File: src/core/hsr_pkg.sv
// Function
// - Keep every pull-down off until both supplies report good, any order.
// - Power-up holds the disconnected state with all four lines released.
// - Enable LOW forces the disconnected state and stops all propagation.
// - Power good with enable HIGH enters initialization, then arms the detector.
// - Connect after initialization on bus idle time or an A-side STOP.
// - Enabled on a busy bus, connect at first STOP or idle gap.
// - Connected, A line LOW switches on the matching B pull-down.
// - A line back HIGH switches the matching B pull-down off.
// - Connected, B line strongly LOW switches on the matching A pull-down.
// - B line released to the offset level switches the A pull-down off.
// - B pull-down holds its offset until the A line rises again.
// - Weak B LOW pulses the A pull-down, then releases B after A rises.
// - Enable is active HIGH and defaults HIGH when nothing drives it.
// - The repeater's own B offset LOW is never taken as a LOW.
package hsr_pkg;

   localparam int REF_CLK_PERIOD_NS = 20;
   // Settle and idle times are plain defaults
   localparam int INIT_SETTLE_NS    = 1000;
   localparam int BUS_IDLE_NS       = 40000;
   // Least times round up to whole cycles
   localparam int INIT_CYC = (INIT_SETTLE_NS + REF_CLK_PERIOD_NS - 1) / REF_CLK_PERIOD_NS;
   localparam int IDLE_CYC = (BUS_IDLE_NS + REF_CLK_PERIOD_NS - 1) / REF_CLK_PERIOD_NS;

   localparam int               CNT_W     = 12;
   localparam logic [CNT_W-1:0] CNT_ZERO  = 12'h000;
   localparam logic [CNT_W-1:0] CNT_ONE   = 12'h001;
   localparam logic [CNT_W-1:0] INIT_LAST = CNT_W'(INIT_CYC - 1);
   localparam logic [CNT_W-1:0] IDLE_LAST = CNT_W'(IDLE_CYC - 1);

   // Synchroniser bit positions
   localparam int SYN_W       = 9;
   localparam int SYN_VCCA    = 0;
   localparam int SYN_VCCB    = 1;
   localparam int SYN_EN      = 2;
   localparam int SYN_A_CLK   = 3;
   localparam int SYN_A_DAT   = 4;
   localparam int SYN_B_CLK   = 5;
   localparam int SYN_B_DAT   = 6;
   localparam int SYN_B_CLK_M = 7;
   localparam int SYN_B_DAT_M = 8;
   // Supplies start bad, enable and lines start HIGH
   localparam logic [SYN_W-1:0] SYN_RST = 9'h1FC;
   // Own pull-down reaches the comparators again after OE flop plus two sync flops
   localparam int ECHO_CYC = 3;

   typedef enum logic [1:0] {
      HSR_DISC = 2'b00,
      HSR_INIT = 2'b01,
      HSR_WAIT = 2'b11,
      HSR_CONN = 2'b10
   } hsr_link_t;

   typedef enum logic [2:0] {
      HSR_CH_IDLE = 3'b000,
      HSR_CH_WEAK = 3'b001,
      HSR_CH_B2A  = 3'b011,
      HSR_CH_PLAT = 3'b010,
      HSR_CH_A2B  = 3'b100
   } hsr_chan_t;

endpackage

File: src/core/hsr_chan.sv
`timescale 1ns/1ps
module hsr_chan
   import hsr_pkg::*;
(
   // Clock and reset
   input  wire logic clk,
   input  wire logic arst_n,
   // Control
   input  wire logic active,
   // Comparator levels, already synchronised
   input  wire logic a_low,
   input  wire logic b_strong_low,
   input  wire logic b_weak_low,
   // Pull-down requests
   output logic      drive_a,
   output logic      drive_b
);
   hsr_chan_t           st;
   hsr_chan_t           next_st;
   logic [ECHO_CYC-1:0] a_echo;
   logic [ECHO_CYC-1:0] b_echo;
   logic [ECHO_CYC-1:0] next_a_echo;
   logic [ECHO_CYC-1:0] next_b_echo;
   logic                a_own;
   logic                b_own;

   // Own pull-downs come back through the pin flop and the synchroniser;
   // without this mask a released line would be read as an outside LOW
   assign a_own = |a_echo;
   assign b_own = |b_echo;

   always_comb begin
      next_st     = st;
      next_a_echo = {a_echo[ECHO_CYC-2:0], drive_a};
      next_b_echo = {b_echo[ECHO_CYC-2:0], drive_b};
      if (!active) begin
         next_st = HSR_CH_IDLE;
      end else begin
         case (st)
            HSR_CH_IDLE: begin
               // A side wins a simultaneous fall: it is the zero-offset side
               if (a_low) begin
                  next_st = HSR_CH_A2B;
               end else if (b_strong_low) begin
                  next_st = HSR_CH_B2A;
               end else if (b_weak_low && !b_own) begin
                  next_st = HSR_CH_WEAK;
               end
            end
            HSR_CH_A2B: if (!a_low) next_st = HSR_CH_IDLE;
            // Own offset is invisible to b_strong_low, so no lock-up
            HSR_CH_B2A: if (!b_strong_low) next_st = HSR_CH_PLAT;
            HSR_CH_WEAK: begin
               if (b_strong_low) next_st = HSR_CH_B2A;
               else next_st = HSR_CH_PLAT;
            end
            HSR_CH_PLAT: if (!a_low && !a_own) next_st = HSR_CH_IDLE;
            default: next_st = HSR_CH_IDLE;
         endcase
      end
   end

   always_ff @(posedge clk or negedge arst_n) begin
      if (!arst_n) begin
         st     <= HSR_CH_IDLE;
         a_echo <= '0;
         b_echo <= '0;
      end else begin
         st     <= next_st;
         a_echo <= next_a_echo;
         b_echo <= next_b_echo;
      end
   end

   assign drive_a = (st == HSR_CH_B2A) || (st == HSR_CH_WEAK);
   assign drive_b = (st == HSR_CH_A2B) || (st == HSR_CH_B2A) ||
                    (st == HSR_CH_WEAK) || (st == HSR_CH_PLAT);
endmodule // hsr_chan

File: src/core/hsr_idle_det.sv
`timescale 1ns/1ps
module hsr_idle_det
   import hsr_pkg::*;
(
   // Clock and reset
   input  wire logic clk,
   input  wire logic arst_n,
   // Armed after initialization
   input  wire logic armed,
   // Line levels, HIGH means released
   input  wire logic a_clk_hi,
   input  wire logic a_dat_hi,
   input  wire logic b_clk_hi,
   input  wire logic b_dat_hi,
   // Connection may be made
   output logic      bus_free
);
   logic [CNT_W-1:0] cnt;
   logic [CNT_W-1:0] next_cnt;
   logic             prev_a_clk;
   logic             prev_a_dat;
   logic             all_hi;
   logic             stop_seen;

   assign all_hi    = a_clk_hi && a_dat_hi && b_clk_hi && b_dat_hi;
   // Data rising while clock stays high
   assign stop_seen = armed && all_hi && prev_a_clk && !prev_a_dat;

   always_comb begin
      next_cnt = cnt;
      if (!armed || !all_hi) begin
         next_cnt = CNT_ZERO;
      end else if (cnt != IDLE_LAST) begin
         next_cnt = cnt + CNT_ONE;
      end
   end

   always_ff @(posedge clk or negedge arst_n) begin
      if (!arst_n) begin
         cnt        <= CNT_ZERO;
         prev_a_clk <= 1'b1;
         prev_a_dat <= 1'b1;
      end else begin
         cnt        <= next_cnt;
         prev_a_clk <= a_clk_hi;
         prev_a_dat <= a_dat_hi;
      end
   end

   assign bus_free = stop_seen || (armed && all_hi && cnt == IDLE_LAST);
endmodule // hsr_idle_det

File: src/core/hsr_top.sv
`timescale 1ns/1ps
module hsr_top
   import hsr_pkg::*;
(
   // Clock and reset
   input  wire logic REF_CLK,
   input  wire logic ARST_N,
   // Supply monitors and enable pin
   input  wire logic VCCA_GOOD,
   input  wire logic VCCB_GOOD,
   input  wire logic EN_PIN,
   // A-side clock line, HIGH above half the A supply
   input  wire logic LOW_SIDE_CLOCK_LINE_IN,
   output logic      LOW_SIDE_CLOCK_LINE_OUT,
   output logic      LOW_SIDE_CLOCK_LINE_OE,
   // A-side data line
   input  wire logic LOW_SIDE_DATA_LINE_IN,
   output logic      LOW_SIDE_DATA_LINE_OUT,
   output logic      LOW_SIDE_DATA_LINE_OE,
   // B-side clock line: IN is contention level, MID_IN is 30 percent level
   input  wire logic HIGH_SIDE_CLOCK_LINE_IN,
   input  wire logic HIGH_SIDE_CLOCK_LINE_MID_IN,
   output logic      HIGH_SIDE_CLOCK_LINE_OUT,
   output logic      HIGH_SIDE_CLOCK_LINE_OE,
   // B-side data line
   input  wire logic HIGH_SIDE_DATA_LINE_IN,
   input  wire logic HIGH_SIDE_DATA_LINE_MID_IN,
   output logic      HIGH_SIDE_DATA_LINE_OUT,
   output logic      HIGH_SIDE_DATA_LINE_OE,
   // Link status
   output logic      CONNECTED
);
   logic [SYN_W-1:0] syn_meta;
   logic [SYN_W-1:0] syn;
   logic [SYN_W-1:0] pin_raw;

   hsr_link_t        state;
   hsr_link_t        next_state;
   logic [CNT_W-1:0] init_cnt;
   logic [CNT_W-1:0] next_init_cnt;

   logic             pwr_good;
   logic             en_s;
   logic             run;
   logic             armed;
   logic             bus_free;
   logic             active;

   logic             clk_drive_a;
   logic             clk_drive_b;
   logic             dat_drive_a;
   logic             dat_drive_b;

   logic             a_clk_oe;
   logic             a_dat_oe;
   logic             b_clk_oe;
   logic             b_dat_oe;
   logic             line_out;
   logic             conn_q;
   logic             next_a_clk_oe;
   logic             next_a_dat_oe;
   logic             next_b_clk_oe;
   logic             next_b_dat_oe;
   logic             next_conn_q;

   // Assertion helpers
   logic             lines_hi;
   logic [CNT_W-1:0] quiet_run;
   logic [CNT_W-1:0] next_quiet_run;

   // Every pull-down request passes the same connection gate
   function automatic logic oe_gate(input logic conn, input logic act, input logic drive);
      return conn && act && drive;
   endfunction

   // Every pin input is asynchronous to REF_CLK
   always_comb begin
      pin_raw              = '0;
      pin_raw[SYN_VCCA]    = VCCA_GOOD;
      pin_raw[SYN_VCCB]    = VCCB_GOOD;
      pin_raw[SYN_EN]      = EN_PIN;
      pin_raw[SYN_A_CLK]   = LOW_SIDE_CLOCK_LINE_IN;
      pin_raw[SYN_A_DAT]   = LOW_SIDE_DATA_LINE_IN;
      pin_raw[SYN_B_CLK]   = HIGH_SIDE_CLOCK_LINE_IN;
      pin_raw[SYN_B_DAT]   = HIGH_SIDE_DATA_LINE_IN;
      pin_raw[SYN_B_CLK_M] = HIGH_SIDE_CLOCK_LINE_MID_IN;
      pin_raw[SYN_B_DAT_M] = HIGH_SIDE_DATA_LINE_MID_IN;
   end

   // Enable resets HIGH, as its pull-up would leave it
   always_ff @(posedge REF_CLK or negedge ARST_N) begin
      if (!ARST_N) begin
         syn_meta <= SYN_RST;
         syn      <= SYN_RST;
      end else begin
         syn_meta <= pin_raw;
         syn      <= syn_meta;
      end
   end

   // Either supply may come up first; only both together count
   assign pwr_good = syn[SYN_VCCA] && syn[SYN_VCCB];
   assign en_s     = syn[SYN_EN];
   assign run      = pwr_good && en_s;
   assign armed    = (state == HSR_WAIT);
   assign active   = (state == HSR_CONN);

   always_comb begin
      next_state    = state;
      next_init_cnt = CNT_ZERO;
      if (!run) begin
         next_state = HSR_DISC;
      end else begin
         case (state)
            HSR_DISC: next_state = HSR_INIT;
            HSR_INIT: begin
               if (init_cnt == INIT_LAST) begin
                  next_state = HSR_WAIT;
               end else begin
                  next_init_cnt = init_cnt + CNT_ONE;
               end
            end
            // Waiting on a busy bus: first STOP or idle gap wins
            HSR_WAIT: if (bus_free) next_state = HSR_CONN;
            HSR_CONN: next_state = HSR_CONN;
            default:  next_state = HSR_DISC;
         endcase
      end
   end

   always_ff @(posedge REF_CLK or negedge ARST_N) begin
      if (!ARST_N) begin
         state    <= HSR_DISC;
         init_cnt <= CNT_ZERO;
      end else begin
         state    <= next_state;
         init_cnt <= next_init_cnt;
      end
   end

   hsr_idle_det u_idle (
      .clk      (REF_CLK),
      .arst_n   (ARST_N),
      .armed    (armed),
      .a_clk_hi (syn[SYN_A_CLK]),
      .a_dat_hi (syn[SYN_A_DAT]),
      .b_clk_hi (syn[SYN_B_CLK_M]),
      .b_dat_hi (syn[SYN_B_DAT_M]),
      .bus_free (bus_free)
   );

   hsr_chan u_clk (
      .clk          (REF_CLK),
      .arst_n       (ARST_N),
      .active       (active),
      .a_low        (!syn[SYN_A_CLK]),
      .b_strong_low (!syn[SYN_B_CLK]),
      .b_weak_low   (!syn[SYN_B_CLK_M]),
      .drive_a      (clk_drive_a),
      .drive_b      (clk_drive_b)
   );

   hsr_chan u_dat (
      .clk          (REF_CLK),
      .arst_n       (ARST_N),
      .active       (active),
      .a_low        (!syn[SYN_A_DAT]),
      .b_strong_low (!syn[SYN_B_DAT]),
      .b_weak_low   (!syn[SYN_B_DAT_M]),
      .drive_a      (dat_drive_a),
      .drive_b      (dat_drive_b)
   );

   // Gating on the next state drops drivers the cycle power or enable falls
   always_comb begin
      next_conn_q   = (next_state == HSR_CONN);
      next_a_clk_oe = oe_gate(next_conn_q, active, clk_drive_a);
      next_a_dat_oe = oe_gate(next_conn_q, active, dat_drive_a);
      next_b_clk_oe = oe_gate(next_conn_q, active, clk_drive_b);
      next_b_dat_oe = oe_gate(next_conn_q, active, dat_drive_b);
   end

   always_ff @(posedge REF_CLK or negedge ARST_N) begin
      if (!ARST_N) begin
         a_clk_oe <= 1'b0;
         a_dat_oe <= 1'b0;
         b_clk_oe <= 1'b0;
         b_dat_oe <= 1'b0;
         conn_q   <= 1'b0;
         line_out <= 1'b0;
      end else begin
         a_clk_oe <= next_a_clk_oe;
         a_dat_oe <= next_a_dat_oe;
         b_clk_oe <= next_b_clk_oe;
         b_dat_oe <= next_b_dat_oe;
         conn_q   <= next_conn_q;
         line_out <= 1'b0;
      end
   end

   // Open-drain: the pins only ever pull LOW
   assign LOW_SIDE_CLOCK_LINE_OUT  = line_out;
   assign LOW_SIDE_DATA_LINE_OUT   = line_out;
   assign HIGH_SIDE_CLOCK_LINE_OUT = line_out;
   assign HIGH_SIDE_DATA_LINE_OUT  = line_out;
   assign LOW_SIDE_CLOCK_LINE_OE   = a_clk_oe;
   assign LOW_SIDE_DATA_LINE_OE    = a_dat_oe;
   assign HIGH_SIDE_CLOCK_LINE_OE  = b_clk_oe;
   assign HIGH_SIDE_DATA_LINE_OE   = b_dat_oe;
   assign CONNECTED                = conn_q;

   // Independent count of all-high cycles while waiting, for the idle bound
   assign lines_hi = syn[SYN_A_CLK] && syn[SYN_A_DAT] && syn[SYN_B_CLK_M] && syn[SYN_B_DAT_M];

   always_comb begin
      next_quiet_run = CNT_ZERO;
      if (armed && lines_hi) begin
         next_quiet_run = (quiet_run == IDLE_LAST) ? quiet_run : quiet_run + CNT_ONE;
      end
   end

   always_ff @(posedge REF_CLK or negedge ARST_N) begin
      if (!ARST_N) begin
         quiet_run <= CNT_ZERO;
      end else begin
         quiet_run <= next_quiet_run;
      end
   end
endmodule // hsr_top

File: config.mk
export PLATFORM = sky130hd
export DESIGN_NAME = hsr_top
export DESIGN_NICKNAME = d
export VERILOG_FILES = /design/src/core/hsr_pkg.sv /design/src/core/hsr_chan.sv /design/src/core/hsr_idle_det.sv /design/src/core/hsr_top.sv
export SDC_FILE = /design/constraint.sdc
export NUM_CORES = 1
export LEC_CHECK = 0
export BUFFER_PORTS_ARGS = -buffer_cell sky130_fd_sc_hd__buf_4
export CAP_MARGIN = 15
export CORE_ASPECT_RATIO = 0.7
export CORE_MARGIN = 10
export CORE_UTILIZATION = 58
export DETAILED_ROUTE_END_ITERATION = 8
export GPL_ROUTABILITY_DRIVEN = 0
export GPL_TIMING_DRIVEN = 0
export HOLD_SLACK_MARGIN = 0.05
export PLACE_DENSITY = 0.89
export SKIP_CTS_REPAIR_TIMING = 1
export SYNTH_ARGS = -nofsm -noshare
export SYNTH_HDL_FRONTEND = slang
export SYNTH_SLANG_ARGS = --single-unit
File: constraint.sdc
create_clock -name REF_CLK -period 2.2 [get_ports REF_CLK]
set_input_delay 0.22 -clock REF_CLK [delete_from_list [all_inputs] [get_ports REF_CLK]]
set_output_delay 0.22 -clock REF_CLK [all_outputs]
set_load 0.005 [all_outputs]
== After elaboration in Yosys (flattened, before gate mapping) ==
Index checks and enable logic that the tools add are counted.
W data, S select, Z words.

* Add/subtract/negate cells: 2
* Multipliers: 0
* Divide/modulo/power cells: 0
* Order comparisons: 0
* Eq/ne operators: 23
* Shifts and indexed selects: 0
* Mux-type cells: 27
* Bitwise operators: 0
* Reduce and logical (&&, ||, !) cells: 47

{| class="wikitable"
|+ Operator list
! kind !! count
|-
| $mux W12 || 5
|-
| $mux W3 || 14
|-
| $pmux W3 S5 || 2
|-
| $add A12 B1 Y12 const B || 2
|-
| $logic_and A1 B1 Y1 || 18
|-
| $eq A12 B11 Y1 const B || 1
|-
| $eq A12 B6 Y1 const B || 1
|-
| $eq A3 B2 Y1 const B || 4
|-
| $ne A12 B11 Y1 const B || 1
|-
| $ne A3 B3 Y1 const B || 4
|-
| $reduce_or A3 Y1 || 4
|-
| $logic_or A1 B1 Y1 || 10
|-
| $ne A5 B4 Y1 const B || 2
|-
| $logic_not A1 Y1 || 9
|-
| $pmux W2 S4 || 1
|-
| $reduce_and A4 Y1 || 2
|-
| $eq A2 B2 Y1 const B || 3
|-
| $eq A3 B1 Y1 const B || 2
|-
| $eq A3 B3 Y1 const B || 2
|-
| $logic_not A3 Y1 || 2
|-
| $mux W2 || 3
|-
| $ne A3 B2 Y1 const B || 2
|-
| $eq A2 B1 Y1 const B || 1
|-
| $logic_not A2 Y1 || 1
|-
| other kinds (2) || 3
|}

* Bits in registers: 69
* Latch bits: 0
* Bits in writable memories: 0
* Bits in read-only memories: 0
* Input port bits: 11
* Logic and storage cells: 117
* Memories kept: 0

== Longest topological paths before layout ==
* Word-level depth: 13
* Gate-level depth with buffers: 7
* Depth with buffers taken out: 6

== Cells and area by module ==
Synthesis repeated with hierarchy kept, for this count alone.

* Cells, all modules: 228
* Area, all modules: 2727.6 µm²

{| class="wikitable"
|+ Modules (own cells, without submodules)
! module !! times used !! cells each !! area each (µm²) !! seq. area each (µm²)
|-
| hsr_top || 1 || 106 || 1366.3 || 943.4
|-
| hsr_idle_det || 1 || 68 || 695.7 || 352.8
|-
| hsr_chan || 2 || 27 || 332.8 || 225.2
|}

== Worst setup path after synthesis ==
No wires, ideal clock.

* Path type: register -> register
* Start point: register init_cnt[1]
* End point: register init_cnt[4]
* Arrival time: 1.575 ns
* Required time: 2.081 ns
* Setup slack: 0.506 ns
* Stages on the path, launching flop included: 8
* Cell sequence: dfrtp_1 inv_1 ha_1 or4b_1 nor4_2 or4b_4 buf_6 nor2_1

* Word-level cells in the longest chain between the ends: 4
* Elaborated cells on any way between the ends: 5

{| class="wikitable"
|+ Ends and longest elaborated chain
! element !! line !! text
|-
| start: declaration || hsr_top.sv:39 || <nowiki>logic [CNT_W-1:0] init_cnt;</nowiki>
|-
| start signal: assignment || hsr_top.sv:137 || <nowiki>init_cnt <= next_init_cnt;</nowiki>
|-
| $add A12 B1 Y12 / $eq A12 B6 Y1 (equally long branches) || hsr_top.sv:120, hsr_top.sv:117 ||
|-
| $mux W12 * || hsr_top.sv:117 || <nowiki>if (init_cnt == INIT_LAST) begin</nowiki>
|-
| $mux W12 * || hsr_top.sv:114 || <nowiki>case (state)</nowiki>
|-
| $mux W12 * || hsr_top.sv:111 || <nowiki>if (!run) begin</nowiki>
|-
| via next_init_cnt[4] || hsr_top.sv:40 || <nowiki>logic [CNT_W-1:0] next_init_cnt;</nowiki>
|}

Mark *: on every way through the listed nets, which the timed path passes. The rest lies on a longest branch.
A chain may end at the register's enable or synchronous reset.

== Worst setup path after layout ==
* Start point: register init_cnt[1]
* End point: register init_cnt[3]

The elaborated chain is that of the path after synthesis.

==> summary.md <==
| Metric | Value |
|---|---|
| Final worst slack | 0.337 ns |
| Die area | 0.00768 mm^2 |
| Crit path cell chain | inv_1 > ha_1 > or4b_1 > nor4_2 > or4b_4 > buf_6 > nor2_1 |
| Height of the die | 76.4 um |
| Clk_lat worst skew | 0.35 ns |
| Depth of the worst register-to-register path | 7 |
| Pwr/cell area | 805 mW/mm^2 |
| Primary FF master, synth | dfrtp_1 |
| Share of post-route cells with drive strength above 1 | between 20% and 30% |
| WL/cell | 14.8 um |
| Reg-to-Reg End | init_cnt[3] |
| Maximum buffer depth of the clock tree | 2 |
| Final hold slack | 0.350 ns |
| Area delta synth->final | 19.7% |
| Vias in the first global route | between 1500 and 2000 |
| Number of synthesized flops with an enable pin | 0 |
| CTS tree | yes |
| Num rows | 20 |
| Top post-synthesis cells by area | dfrtp_1 (50%), dfstp_2 (16%), nor2_1 (4.7%) |
| Synth Cell Area | roughly 0.0026 mm^2 |
| Slew of the pin with the lowest slew margin | a little under 0.8 ns |
| Crit path time final | 1.86 ns |
| CP max FO | 10 |
| Post-Route WL | approximately 4700 um |
| Relative slew slack | 47.0% |
| Drt pass-1 iters | 4 |
| Num Clock Sinks | 69 |
| Total chip power | between 0.002 and 0.003 W |
| Startpoint types | flop |
| Hold Crit Class | reg2reg |
| DRC viols | 0 |
| Synth unique cells | 35 |
| H-tree Lvls | 3 |
| Synthesized area per cell | between 10 and 15 um^2 |
| Reg clk slew, reported paths | 0.07 ns |
| FMAX | 537 MHz |
| Max-cap viol count | 0 |
| Setup Skew | 0.0106 ns |
| Number of CTS-inserted buffers | 9 |
| First-pass GRT wire length | 7710 um |
| Initial antenna violation count | 0 |
| Detailed Route Iter0 Violations | 69 |
| Post-Route Utilization | slightly above 70% |
| Final ANT Viol Nets | 0 |
| Die width | ~100 um |
| Worst setup path class | reg2reg |
| R2R Setup Slk | 0.34 ns |
| Post-Syn Instances | 219 |
| Worst Min Path Start | syn_meta[1] |
| Most common cell in the netlist | dfrtp_1 |
| CP max-delay cell | or4b_1 |
| Synth async-reset ratio | between 90% and 100% |
| Synth top area share | 50.4% |
| Via count | 1695 |
| Status | finished, final reports clean |
| IO Pins | 20 |
| Core area | 0.00435 mm^2 |
| Slowest Stage Delay on Critical Path | 0.45 ns |
| Initial Util | 60.5% |
| Reg2Reg Launch Point | init_cnt[1] |
| Seq/Total Area, Yosys | between 60% and 70% |
| CTS root buf | clkbuf_8 |
| Congestion Overflow GR | 0 |
| Largest net degree at the start of global routing | 70 |
| Hold Fails Final Rpt | 0 |
| Yosys warns | 0 |
| FF+latch count, synth | 69 |
| Critical Path End Type | flop |
| LEAKAGE | 1.39 nW |
| RSZ-0062 raised after global routing | no |
| Final nets | 272 |
| Setup slack at placement | 0.342 ns |
| Worst IR Drop VDD | 621 uV |
| TNS Setup | 0 ns |
| DR vias/cell | 5.33 |
| Commonest cells post-synth | dfrtp_1 (53), nor2_1 (33), dfstp_2 (16), nor3_1 (13), xnor2_1 (13) |
| Slew Limit Fails | 0 |
| Fin crit share | 84.7% |
| Hold path endpoint | syn[1] |
| Worst hold path cell count | 0 |
| Antenna diodes | 0 |
| Final setup violating endpoints | 0 |
| Buffers added on ports | 15 |
| Crit path arrival time | around 2.1 ns |
| DP HPWL | slightly above 3000 um |
| Top cell type by total area after synthesis | dfrtp_1 |
| Tot GR Track Use | between 10 and 15% |
| Worst endpoint required time | between 2 and 2.5 ns |
==> cells by family after synthesis <==
logic type,share of synthesized area (%)
AO/OA/AOI/OAI,3.71
flip-flops,66.3
XOR/XNOR,5.66
adder cells (fa/ha/maj),1.43
multiplexers,0.380
AND/OR/NAND/NOR,19.6
buffers and inverters,2.71
other,0.142
==> registers in the layout, summed over array words and instances, names as in the netlist, 2 cells and up <==
register,cells
init_cnt,12
u_clk.a_echo,3
u_dat.st,3
syn_meta,9
syn,9
u_idle.cnt,12
u_clk.st,3
u_dat.b_echo,3
u_clk.b_echo,3
u_dat.a_echo,3
state,2
==> routing by layer <==
metal,routed length [um],GRT usage (%),vias to the layer above
li1,-,-,819
met1,2130,16.0,836
met2,2270,18.4,30
met3,236,5.34,10
met4,76,6.62,0
met5,0,0,-
==> power by group <==
group	switching (W)	leakage [nW]	internal, W
registers	0.0000108	0.899	0.00130
clock network	0.000455	0.110	0.000701
logic	0.0000357	0.379	0.0000340
==> through the flow <==
step / std cells / area, um^2
floorplan: 222 / 2640
global placement: 292 / 2830
detailed placement: 292 / 2830
CTS: 308 / 3050
global route: 318 / 3150
finish: 318 / 3150
==> layout by cell type, fill, tap and decap left out, drive strengths merged, types with 3 or more instances in the layout <==
master	n
buf	20
nor4	4
nor2b	3
or3	3
dfstp	16
ha	3
dfrtp	53
inv	7
nand2	9
xor2	4
dlygate4sd3	10
xnor2	13
nor2	33
clkbuf	14
and3	6
nor3	13
nand3	8
nand4	5
conb	4
a21oi	8
and2	4
o21ai	3
==> area by class of cell <==
class	count	area [um^2]
repair buffers	25	213
multi-input cells	140	826
well taps	55	68.8
fillers	298	1200
inverters	7	26.3
plain buffers	6	45.0
flip-flops and latches	69	1750
clock buffers	13	159
clock inverters	3	67.6
==> critical path: cells and delay by family, from the launching register on <==
family / cells / cell delay [ns]
buffers and inverters: 2 / 0.20
adders and majority gates: 1 / 0.12
DFF: 1 / 0.41
and+or+nand+nor: 4 / 1.03
==> worst max path at each step <==
stage,from,end,slack (ns),cells past startpoint
after floorplan,init_cnt[1],init_cnt[4],0.51,7
after global routing,init_cnt[1],init_cnt[3],0.21,7
after global placement,init_cnt[1],init_cnt[0],0.39,7
final,init_cnt[1],init_cnt[3],0.34,7
after CTS,init_cnt[1],init_cnt[3],0.33,7
after detailed placement,init_cnt[1],init_cnt[3],0.34,7
(Power assumes the default switching activity.)
